===== src/hw/tsec_params.svh =====
// Constants of the two-stage event controller
`ifndef TSEC_PARAMS_SVH
`define TSEC_PARAMS_SVH

// ----------------------------------------------------------------
// Event numbers, lower number wins
// ----------------------------------------------------------------
`define TSEC_EVT_W 4
`define TSEC_NUM_EVT 16
`define TSEC_EVT_EMU 4'h0
`define TSEC_EVT_RST 4'h1
`define TSEC_EVT_NMI 4'h2
`define TSEC_EVT_EXC 4'h3
`define TSEC_GP_FIRST 4'h7
`define TSEC_GP_LAST 4'hf
`define TSEC_SW_FIRST 4'he
`define TSEC_NONE 5'h10

// ----------------------------------------------------------------
// Widths, counts and reset values
// ----------------------------------------------------------------
`define TSEC_PC_W 32
`define TSEC_PERIPH_N 16
`define TSEC_LVL_FLD_W 3
`define TSEC_PERIPH_LVL_MAX 3'h6
`define TSEC_RST_HOLD 4'h4
`define TSEC_ZERO_MAP 16'h0000

`endif


===== src/hw/tsec_pkg.sv =====
// Types shared by the event controller modules
`include "tsec_params.svh"
package tsec_pkg;
  typedef logic [`TSEC_EVT_W-1:0] tsec_evt_t;
  typedef logic [`TSEC_NUM_EVT-1:0] tsec_map_t;
  typedef logic [`TSEC_PC_W-1:0] tsec_addr_t;
  typedef enum logic {TSEC_EXC_ALIGN, TSEC_EXC_UNDEF} tsec_exc_t;
  typedef enum logic [1:0] {TSEC_ST_RUN, TSEC_ST_RESET, TSEC_ST_CLEAR} tsec_state_t;

  // Lowest set index, or TSEC_NONE when empty
  function automatic logic [4:0] tsec_lowest(input tsec_map_t m);
    logic [4:0] r;
    r = `TSEC_NONE;
    for (int i = `TSEC_NUM_EVT - 1; i >= 0; i--) begin
      if (m[i]) begin
        r = 5'(i);
      end
    end
    return r;
  endfunction
endpackage


===== src/hw/tsec_core_if.sv =====
// Carrier between core stage, system stage and return-address bank
`timescale 1ns/1ps
interface tsec_core_if;
  import tsec_pkg::*;
  tsec_map_t gp_req;
  logic wr_en;
  tsec_evt_t wr_idx;
  tsec_addr_t wr_addr;
  tsec_evt_t rd_idx;
  tsec_addr_t rd_addr;
  modport sic_mp (output gp_req);
  modport bank_mp (input wr_en, input wr_idx, input wr_addr, input rd_idx, output rd_addr);
  modport core_mp (input gp_req, input rd_addr, output wr_en, output wr_idx, output wr_addr, output rd_idx);
endinterface


===== src/hw/tsec_sic.sv =====
// System interrupt stage: routes peripheral requests onto core levels
`timescale 1ns/1ps
`include "tsec_params.svh"
module tsec_sic #(
  parameter int PERIPH_N = `TSEC_PERIPH_N
) (
  input wire logic clk_i, // Core clock
  input wire logic reset_i, // Sync reset
  input wire logic ce_i, // Clock enable
  input wire logic [PERIPH_N-1:0] req_i, // Peripheral requests
  input wire logic [PERIPH_N-1:0] enable_i, // Per-source enables
  input wire logic [PERIPH_N*`TSEC_LVL_FLD_W-1:0] level_i, // Level offset per source
  tsec_core_if.sic_mp core // Routed requests
);
  import tsec_pkg::*;

  tsec_map_t gp_reg;
  tsec_map_t gp_next;

  // Route each enabled source to level 7 plus its offset; offsets above 6 drop
  always_comb begin
    gp_next = `TSEC_ZERO_MAP;
    for (int p = 0; p < PERIPH_N; p++) begin
      if (req_i[p] && enable_i[p] &&
          level_i[p*`TSEC_LVL_FLD_W +: `TSEC_LVL_FLD_W] <= `TSEC_PERIPH_LVL_MAX) begin
        gp_next[`TSEC_GP_FIRST + {1'b0, level_i[p*`TSEC_LVL_FLD_W +: `TSEC_LVL_FLD_W]}] = 1'b1;
      end
    end
  end

  // One register stage toward the core
  always_ff @(posedge clk_i) begin
    if (reset_i) begin
      gp_reg <= `TSEC_ZERO_MAP;
    end else if (ce_i) begin
      gp_reg <= gp_next;
    end
  end

  assign core.gp_req = gp_reg;
endmodule // tsec_sic


===== src/hw/tsec_retbank.sv =====
// One return-address register per event number
`timescale 1ns/1ps
`include "tsec_params.svh"
module tsec_retbank (
  input wire logic clk_i, // Core clock
  input wire logic reset_i, // Sync reset
  input wire logic ce_i, // Clock enable
  tsec_core_if.bank_mp core // Write on take, read on return
);
  import tsec_pkg::*;

  tsec_addr_t addr_reg [`TSEC_NUM_EVT];

  // Load the interrupted address of the event just taken
  always_ff @(posedge clk_i) begin
    if (reset_i) begin
      for (int i = 0; i < `TSEC_NUM_EVT; i++) begin
        addr_reg[i] <= '0;
      end
    end else if (ce_i && core.wr_en) begin
      addr_reg[core.wr_idx] <= core.wr_addr;
    end
  end

  assign core.rd_addr = addr_reg[core.rd_idx];
endmodule // tsec_retbank


===== src/hw/tsec_top.sv =====
// Core event stage with dispatch toward the core sequencer
`timescale 1ns/1ps
`include "tsec_params.svh"
module tsec_top #(
  parameter int PERIPH_N = `TSEC_PERIPH_N,
  parameter logic [3:0] RST_HOLD = `TSEC_RST_HOLD
) (
  input wire logic CLK_I, // Core clock, 250 MHz
  input wire logic RESET_I, // Sync reset, active high
  input wire logic CE_I, // Freezes all state when low
  input wire logic EMU_REQ_I, // Emulation request
  input wire logic RESET_REQ_I, // Reset event request
  input wire logic NMI_PIN_I, // Non-maskable pin
  input wire logic WDOG_NMI_I, // Watchdog non-maskable request
  input wire logic EXC_REQ_I, // Exception from sequencer
  input wire tsec_pkg::tsec_exc_t EXC_CAUSE_I, // Exception cause
  input wire logic [PERIPH_N-1:0] PERIPH_REQ_I, // Peripheral requests
  input wire logic [PERIPH_N-1:0] PERIPH_EN_I, // Peripheral enables
  input wire logic [PERIPH_N*`TSEC_LVL_FLD_W-1:0] PERIPH_LVL_I, // Level offset per source
  input wire logic SW_RAISE_I, // Software raise pulse
  input wire tsec_pkg::tsec_evt_t SW_LEVEL_I, // Level to raise, 7..15
  input wire tsec_pkg::tsec_map_t LEVEL_MASK_I, // Enables for levels 7..15
  input wire tsec_pkg::tsec_addr_t CUR_PC_I, // Address being interrupted
  input wire logic RETURN_I, // Return-from-event pulse
  input wire tsec_pkg::tsec_evt_t RETURN_NUM_I, // Event being returned from
  output logic TAKE_O, // Event taken pulse
  output tsec_pkg::tsec_evt_t TAKE_NUM_O, // Number of event taken
  output logic SAVE_STATE_O, // Push state to supervisor stack
  output logic RESUME_O, // Return accepted pulse
  output tsec_pkg::tsec_addr_t RESUME_ADDR_O, // Address to resume at
  output logic EMU_MODE_O, // Emulation mode active
  output logic CORE_RESET_O, // Whole processor reset
  output tsec_pkg::tsec_exc_t EXC_CAUSE_O, // Cause of last exception
  output logic NMI_WDOG_O, // Last non-maskable came from watchdog
  output tsec_pkg::tsec_map_t PENDING_O, // Latched pending events
  output tsec_pkg::tsec_map_t ACTIVE_O // Active service routines
);
  import tsec_pkg::*;

  // ----------------------------------------------------------------
  // Submodules
  // ----------------------------------------------------------------
  tsec_core_if link ();

  tsec_sic #(
    .PERIPH_N(PERIPH_N)
  ) u_sic (
    .clk_i(CLK_I),
    .reset_i(RESET_I),
    .ce_i(CE_I),
    .req_i(PERIPH_REQ_I),
    .enable_i(PERIPH_EN_I),
    .level_i(PERIPH_LVL_I),
    .core(link.sic_mp)
  );

  tsec_retbank u_bank (
    .clk_i(CLK_I),
    .reset_i(RESET_I),
    .ce_i(CE_I),
    .core(link.bank_mp)
  );

  // ----------------------------------------------------------------
  // State
  // ----------------------------------------------------------------
  tsec_state_t state_reg;
  tsec_state_t state_next;
  tsec_map_t pend_reg;
  tsec_map_t pend_next;
  tsec_map_t act_reg;
  tsec_map_t act_next;
  logic [3:0] hold_reg;
  logic [3:0] hold_next;
  logic take_reg;
  tsec_evt_t take_num_reg;
  logic resume_reg;
  tsec_addr_t resume_addr_reg;
  tsec_exc_t exc_cause_reg;
  logic nmi_wdog_reg;
  logic core_rst_reg;

  // ----------------------------------------------------------------
  // Request decode
  // ----------------------------------------------------------------
  // Software raise only reaches the general-purpose range
  wire sw_ok = SW_RAISE_I && (SW_LEVEL_I >= `TSEC_GP_FIRST);
  wire tsec_map_t sw_map = sw_ok ? (tsec_map_t'(1) << SW_LEVEL_I) : `TSEC_ZERO_MAP;
  wire nmi_req = NMI_PIN_I | WDOG_NMI_I;
  // Dedicated events as a map, indexed by event number
  wire tsec_map_t ded_map = (tsec_map_t'(EMU_REQ_I) << `TSEC_EVT_EMU) |
                            (tsec_map_t'(RESET_REQ_I) << `TSEC_EVT_RST) |
                            (tsec_map_t'(nmi_req) << `TSEC_EVT_NMI) |
                            (tsec_map_t'(EXC_REQ_I) << `TSEC_EVT_EXC);
  // New arrivals this cycle; peripheral levels come through the system stage
  wire tsec_map_t arrive = ded_map | link.gp_req | sw_map;
  // Only general-purpose levels obey the mask; dedicated events never do
  wire tsec_map_t gp_bits = {{(`TSEC_NUM_EVT - `TSEC_GP_FIRST){1'b1}}, {`TSEC_GP_FIRST{1'b0}}};
  wire tsec_map_t eligible = pend_reg & (~gp_bits | LEVEL_MASK_I);

  // ----------------------------------------------------------------
  // Priority resolution
  // ----------------------------------------------------------------
  // Lowest number first fixes emulation, reset, NMI, exception, then 7..15
  wire logic [4:0] cand = tsec_lowest(eligible);
  wire logic [4:0] cur = tsec_lowest(act_reg);
  // Strictly higher priority than every active routine preempts it
  wire take_ok = (state_reg == TSEC_ST_RUN) && (cand < cur);
  wire tsec_evt_t cand_evt = cand[`TSEC_EVT_W-1:0];
  wire take_rst = take_ok && (cand_evt == `TSEC_EVT_RST);
  // A return counts only for a routine that is really active
  wire ret_ok = RETURN_I && act_reg[RETURN_NUM_I] && (state_reg == TSEC_ST_RUN);
  wire tsec_map_t take_map = take_ok ? (tsec_map_t'(1) << cand_evt) : `TSEC_ZERO_MAP;
  wire tsec_map_t ret_map = ret_ok ? (tsec_map_t'(1) << RETURN_NUM_I) : `TSEC_ZERO_MAP;

  // Bank traffic: write on take, read the returning event
  assign link.wr_en = take_ok;
  assign link.wr_idx = cand_evt;
  assign link.wr_addr = CUR_PC_I;
  assign link.rd_idx = RETURN_NUM_I;

  // ----------------------------------------------------------------
  // Next-state logic
  // ----------------------------------------------------------------
  // Arrival beats the clear on taking, so nothing is lost
  always_comb begin
    state_next = state_reg;
    hold_next = hold_reg;
    pend_next = (pend_reg & ~take_map) | arrive;
    act_next = (act_reg & ~ret_map) | take_map;
    unique case (state_reg)
      TSEC_ST_RUN: begin
        if (take_rst) begin
          state_next = TSEC_ST_RESET;
          hold_next = RST_HOLD;
        end
      end
      TSEC_ST_RESET: begin
        // Hold the processor reset for a fixed count, ignore returns
        pend_next = pend_reg | arrive;
        act_next = act_reg;
        if (hold_reg == 4'h1) begin
          state_next = TSEC_ST_CLEAR;
        end else begin
          hold_next = hold_reg - 4'h1;
        end
      end
      TSEC_ST_CLEAR: begin
        // Whole processor restarts: drop every routine, keep reset active
        pend_next = arrive & ~(tsec_map_t'(1) << `TSEC_EVT_RST);
        act_next = tsec_map_t'(1) << `TSEC_EVT_RST;
        state_next = TSEC_ST_RUN;
      end
    endcase
  end

  // ----------------------------------------------------------------
  // Controller state
  // ----------------------------------------------------------------
  always_ff @(posedge CLK_I) begin
    if (RESET_I) begin
      state_reg <= TSEC_ST_RUN;
      hold_reg <= 4'h0;
      pend_reg <= `TSEC_ZERO_MAP;
      act_reg <= `TSEC_ZERO_MAP;
    end else if (CE_I) begin
      state_reg <= state_next;
      hold_reg <= hold_next;
      pend_reg <= pend_next;
      act_reg <= act_next;
    end
  end

  // ----------------------------------------------------------------
  // Sequencer-facing outputs
  // ----------------------------------------------------------------
  // Take and state save share one pulse, so the push is never skipped
  always_ff @(posedge CLK_I) begin
    if (RESET_I) begin
      take_reg <= 1'b0;
      take_num_reg <= `TSEC_EVT_EMU;
      resume_reg <= 1'b0;
      resume_addr_reg <= '0;
    end else if (CE_I) begin
      take_reg <= take_ok;
      if (take_ok) begin
        take_num_reg <= cand_evt;
      end
      resume_reg <= ret_ok;
      if (ret_ok) begin
        resume_addr_reg <= link.rd_addr;
      end
    end
  end

  // Exception cause and non-maskable source, captured in the cycle the request arrives
  always_ff @(posedge CLK_I) begin
    if (RESET_I) begin
      exc_cause_reg <= TSEC_EXC_ALIGN;
      nmi_wdog_reg <= 1'b0;
    end else if (CE_I) begin
      if (EXC_REQ_I) begin
        exc_cause_reg <= EXC_CAUSE_I;
      end
      if (nmi_req) begin
        nmi_wdog_reg <= WDOG_NMI_I;
      end
    end
  end

  // Processor reset is high in the same cycles as the hold phase
  always_ff @(posedge CLK_I) begin
    if (RESET_I) begin
      core_rst_reg <= 1'b0;
    end else if (CE_I) begin
      core_rst_reg <= (state_next == TSEC_ST_RESET);
    end
  end

  assign TAKE_O = take_reg;
  assign TAKE_NUM_O = take_num_reg;
  assign SAVE_STATE_O = take_reg;
  assign RESUME_O = resume_reg;
  assign RESUME_ADDR_O = resume_addr_reg;
  assign EMU_MODE_O = act_reg[`TSEC_EVT_EMU];
  assign CORE_RESET_O = core_rst_reg;
  assign EXC_CAUSE_O = exc_cause_reg;
  assign NMI_WDOG_O = nmi_wdog_reg;
  assign PENDING_O = pend_reg;
  assign ACTIVE_O = act_reg;
endmodule // tsec_top


===== config.mk =====
export PLATFORM = sky130hd
export DESIGN_NAME = tsec_top
export DESIGN_NICKNAME = d
export VERILOG_FILES = /design/src/hw/tsec_pkg.sv /design/src/hw/tsec_core_if.sv /design/src/hw/tsec_sic.sv /design/src/hw/tsec_retbank.sv /design/src/hw/tsec_top.sv
export VERILOG_INCLUDE_DIRS = /design/src /design/src/hw
export SDC_FILE = /design/constraint.sdc
export NUM_CORES = 1
export LEC_CHECK = 0
export BUFFER_PORTS_ARGS = -buffer_cell sky130_fd_sc_hd__buf_2
export CAP_MARGIN = 25
export CORE_ASPECT_RATIO = 1.2
export CORE_UTILIZATION = 45
export CTS_CLUSTER_DIAMETER = 30
export DETAILED_ROUTE_END_ITERATION = 6
export GPL_TIMING_DRIVEN = 1
export SYNTH_ARGS = -nofsm -noshare
export SYNTH_HDL_FRONTEND = slang
export SYNTH_SLANG_ARGS = --single-unit

===== constraint.sdc =====
create_clock -name CLK_I -period 6.6 [get_ports CLK_I]
set_clock_uncertainty 0.2 [all_clocks]
set_input_delay 0.33 -clock CLK_I [delete_from_list [all_inputs] [get_ports CLK_I]]
set_output_delay 0.33 -clock CLK_I [all_outputs]
set_load 0.01 [all_outputs]

==> impl.org <==
** Outcome
- The flow ran to the end, and the final reports show no timing, DRC or antenna violations.

** STA
- Crit path time final :: 5.10 ns
- Dividing the final minimum period by the clock period gives 0.773.
- Highest clock frequency the design can meet :: 0.196 GHz
- The worst pin sits at a relative slew slack of 0.261.
- The hold violation count in the final report was 0.
- For the pin with the worst max-slew slack, the measured transition is 1.11 ns.
- Setup repair after global routing left no endpoint under its margin.
- Adding up every negative setup slack in the final design gives 0 ns.
- Setup violations, final :: 0
- Hold timing on the final database bottoms out at a slack of 0.0155 ns.
- Number of max-slew violations in the final report :: 0

** Synth
- Register area share after synthesis :: 0.618
- Post-synth top area share :: 0.550
- In the synthesized netlist the dominant register cell turns out to be edfxtp_1.
- Count of cell types in the netlist :: 70
- Summing every instance area after synthesis gives 28000 sq um.
- Largest cells by area after synthesis :: edfxtp_1 (55%), mux4_2 (13%), dfxtp_1 (6.8%)
- During synthesis, Yosys emitted a total of 0 warnings.
- The synthesized design contains 607 register bits.
- The synthesized design spends more area on one cell type than any other, namely edfxtp_1.
- Mean Syn Cell Area :: 13.1 sq um
- In the synthesized netlist, the number of instances is 2140.
- Counting flops with a built-in enable in the synthesized netlist gives 512.
- After synthesis, the share of flip-flops with an asynchronous set or reset is 0.
- The number of nets in the synthesized netlist is 2296.

** Pwr
- Logic pwr share :: 0.158
- Pwr/cell area :: 373 nW/um^2
- Power dissipated by switching net loads :: 3.65 mW
- Across the VDD grid, the largest voltage drop is 0.387 mV.
- Total internal power :: 9.16 mW
- Fraction of power spent switching nets :: 0.285
- Clock share of power :: 0.489
- Leakage Power :: 12.4 nW
- The share of total power dissipated in sequential elements is 0.353.

** Global route
- Met3 layer usage reported by global route :: 0.0491
- The number of global-route vias before repair came to 20800.
- GR peak layer :: met2
- Entering global routing, the biggest net connects 78 pins.
- Gr ovfl total :: 0
- Global routing met2 resource utilization :: 0.466
- The number of antenna violations at the first check in global routing came to 2.
- In the global route stage, met1 resource usage came out at 0.343.
- First-pass GRT wire length :: 127000 um
- Across every metal layer, demand over resource in global routing totals 0.271.

** Clock tree
- Post-CTS repair timing setup buffer count :: 0
- # H-tree levels :: 3
- Maximum number of buffers from clock root to sink :: 3
- Total clock buffers created by CTS :: 114
- Clock slew at reported path FFs :: 0.05 ns
- Clock tree root buffer cell :: clkbuf_16
- CTS sink cnt :: 607
- CTS tree :: built
- Cts hold-fix bufs :: 15
- Worst-Skew Late Latency :: 0.66 ns
- Resized Gates After CTS :: 0

** Floorplan
- Die outline area :: 63100 sq um
- Number of ports placed on the die boundary :: 222
- Number of placement rows :: 99
- Horizontal die dimension :: 230 um
- The die is 275 um tall.
- Initial Utilization :: 0.458
- Placeable core region :: 61100 sq um

** Placed design
- During placement, the flow inserted port buffers numbering 214.
- Placed cells :: 3053
- Final GP Congestion :: 0.906
- DP Wirelength :: 49300 um

** Drt
- Once detail routing completed, the nets flagged for antenna violations numbered 0.
- Overall via count from detail_route :: 20100
- Detail-routed net length per standard cell :: 25.9 um
- Vias/cell :: 6.12
- After the first detailed-routing iteration, the DRC count stood at 2039.
- For this run, design rule violations remaining after detail routing come to 0.
- Total wirelength of the detailed-routed design :: 85200 um
- Iteration count of the initial detailed-routing pass :: 6

** Setup path
- The slowest stage of the critical path is the o31ai_4 cell.
- Delay of the slowest cell on the worst path :: 1.00 ns
- Type of destination of the critical path :: flip-flop
- CP Class :: reg2reg
- The worst setup path is launched from a flip-flop.
- In this run the worst path has a maximum fanout of 39.
- Endpoint required time on the critical path :: 6.74 ns
- Critical-path cell list :: a22oi_1 -> nand2_1 -> o21bai_1 -> inv_2 -> ha_1 -> o21ai_0 -> o211a_1 -> nand2_1 -> nand4_1 -> nand2_4 -> o31ai_4 -> buf_4
- Data on the critical path arrives at its endpoint at 5.24 ns.
- Crit-path most repeated cell :: nand2_1

** Final layout
- In the final design database the tool counted 2532 nets.
- Commonest cells after routing, fill and taps aside :: edfxtp_1 (512), nor2_1 (394), nor3_1 (231)
- Ratio of cells with drive above 1 in the final layout :: 0.265
- Flip-flop count of the largest register, all copies and words added :: 512
- The filler cells instantiated in the layout total 4985.
- Layout area overhead :: 23.0%
- The library cell used most frequently in the layout, excluding fill and tap cells, is edfxtp_1.
- Final core occ :: 0.563
- The finished layout holds 3284 standard cells, fillers aside.

** Run
- Across the run, the number of max-cap violations was 0.

** Min path
- The worst hold path belongs to the class in2reg.
[critical path: cells and delay by family (launching register included)]
kind,cells,cell delay (ns)
compound gates,5,2.34
flops,1,0.35
buf+inv,2,0.60
fa+ha+maj,1,0.37
simple gates,4,0.86
[power groups by stage]
stage                     clock network, mW  logic (mW)  registers, mW
after floorplan                           0        1.23           4.58
after global placement                    0        1.98           4.57
after detailed placement                  0        2.00           4.59
after CTS                              6.33        2.01           4.52
after global routing                   6.51        2.13           4.54
final                                  6.27        2.02           4.52
[worst paths after layout]
kind | slack (ns) | cells after the start | start | end
worst max register to register | 1.50 | 12 | PENDING_O[14] | u_bank.addr_reg[9][3]
worst min register to register | 0.26 | 1 | u_sic.core.gp_req[3] | u_sic.core.gp_req[3]
worst min-delay path | 0.02 | 5 | NMI_PIN_I | PENDING_O[2]
worst max-delay path | 1.50 | 12 | PENDING_O[14] | u_bank.addr_reg[9][3]
[stage by stage]
step	instance area (sq um)	worst slack (ns)	total power [mW]
floorplan	28000	0.805	5.81
global placement	30000	1.54	6.55
detailed placement	30100	1.47	6.58
CTS	34400	1.56	12.9
global route	34400	1.27	13.2
finish	34400	1.50	12.8
[synthesized netlist by cell type, drive strengths merged (4+ instances only)]
| library cell | count |
|---|---|
| nand3b | 14 |
| o211ai | 5 |
| dfxtp | 95 |
| or3 | 7 |
| nor3b | 7 |
| nand4 | 6 |
| buf | 79 |
| nand2b | 20 |
| a22oi | 5 |
| o2111ai | 5 |
| a211oi | 6 |
| and2 | 11 |
| mux4 | 165 |
| o21ai | 53 |
| o21a | 6 |
| edfxtp | 512 |
| ha | 9 |
| a31oi | 11 |
| nor3 | 231 |
| clkbuf | 81 |
| a21oi | 44 |
| o31a | 7 |
| nor2b | 7 |
| a311oi | 4 |
| nand3 | 97 |
| o31ai | 16 |
| nor4 | 18 |
| inv | 27 |
| and3 | 7 |
| nand2 | 78 |
| a22o | 5 |
| o22ai | 10 |
| a211o | 7 |
| o32ai | 11 |
| mux2i | 37 |
| nor2 | 396 |
[routing by layer]
metal  share of wire  wire length [um]
met1            0.38             32500
met2            0.50             43000
met3           0.083              7080
met4           0.030              2570
met5         0.00015                13
[kinds of logic after synthesis]
| logic type | synth area share |
|---|---|
| AOI/OAI and AO/OA | 0.0546 |
| adders and majority gates | 0.00403 |
| buffers and inverters | 0.0284 |
| DFF | 0.618 |
| muxes | 0.147 |
| and+or+nand+nor | 0.148 |
[final cells by class]
class / instances / area (sq um) / area share
Timing Repair Buffer: 280 / 1690 / 0.0491
Clock inverter: 89 / 1230 / 0.0357
Antenna cell: 1 / 2.50 / 0.0000728
Inverter: 28 / 105 / 0.00306
Tap cell: 808 / 1010 / 0.0294
Sequential cell: 607 / 17300 / 0.503
Multi-Input combinational cell: 1345 / 10100 / 0.295
Clock buffer: 126 / 2940 / 0.0855
Note: power is estimated with default switching activity, not from simulation.
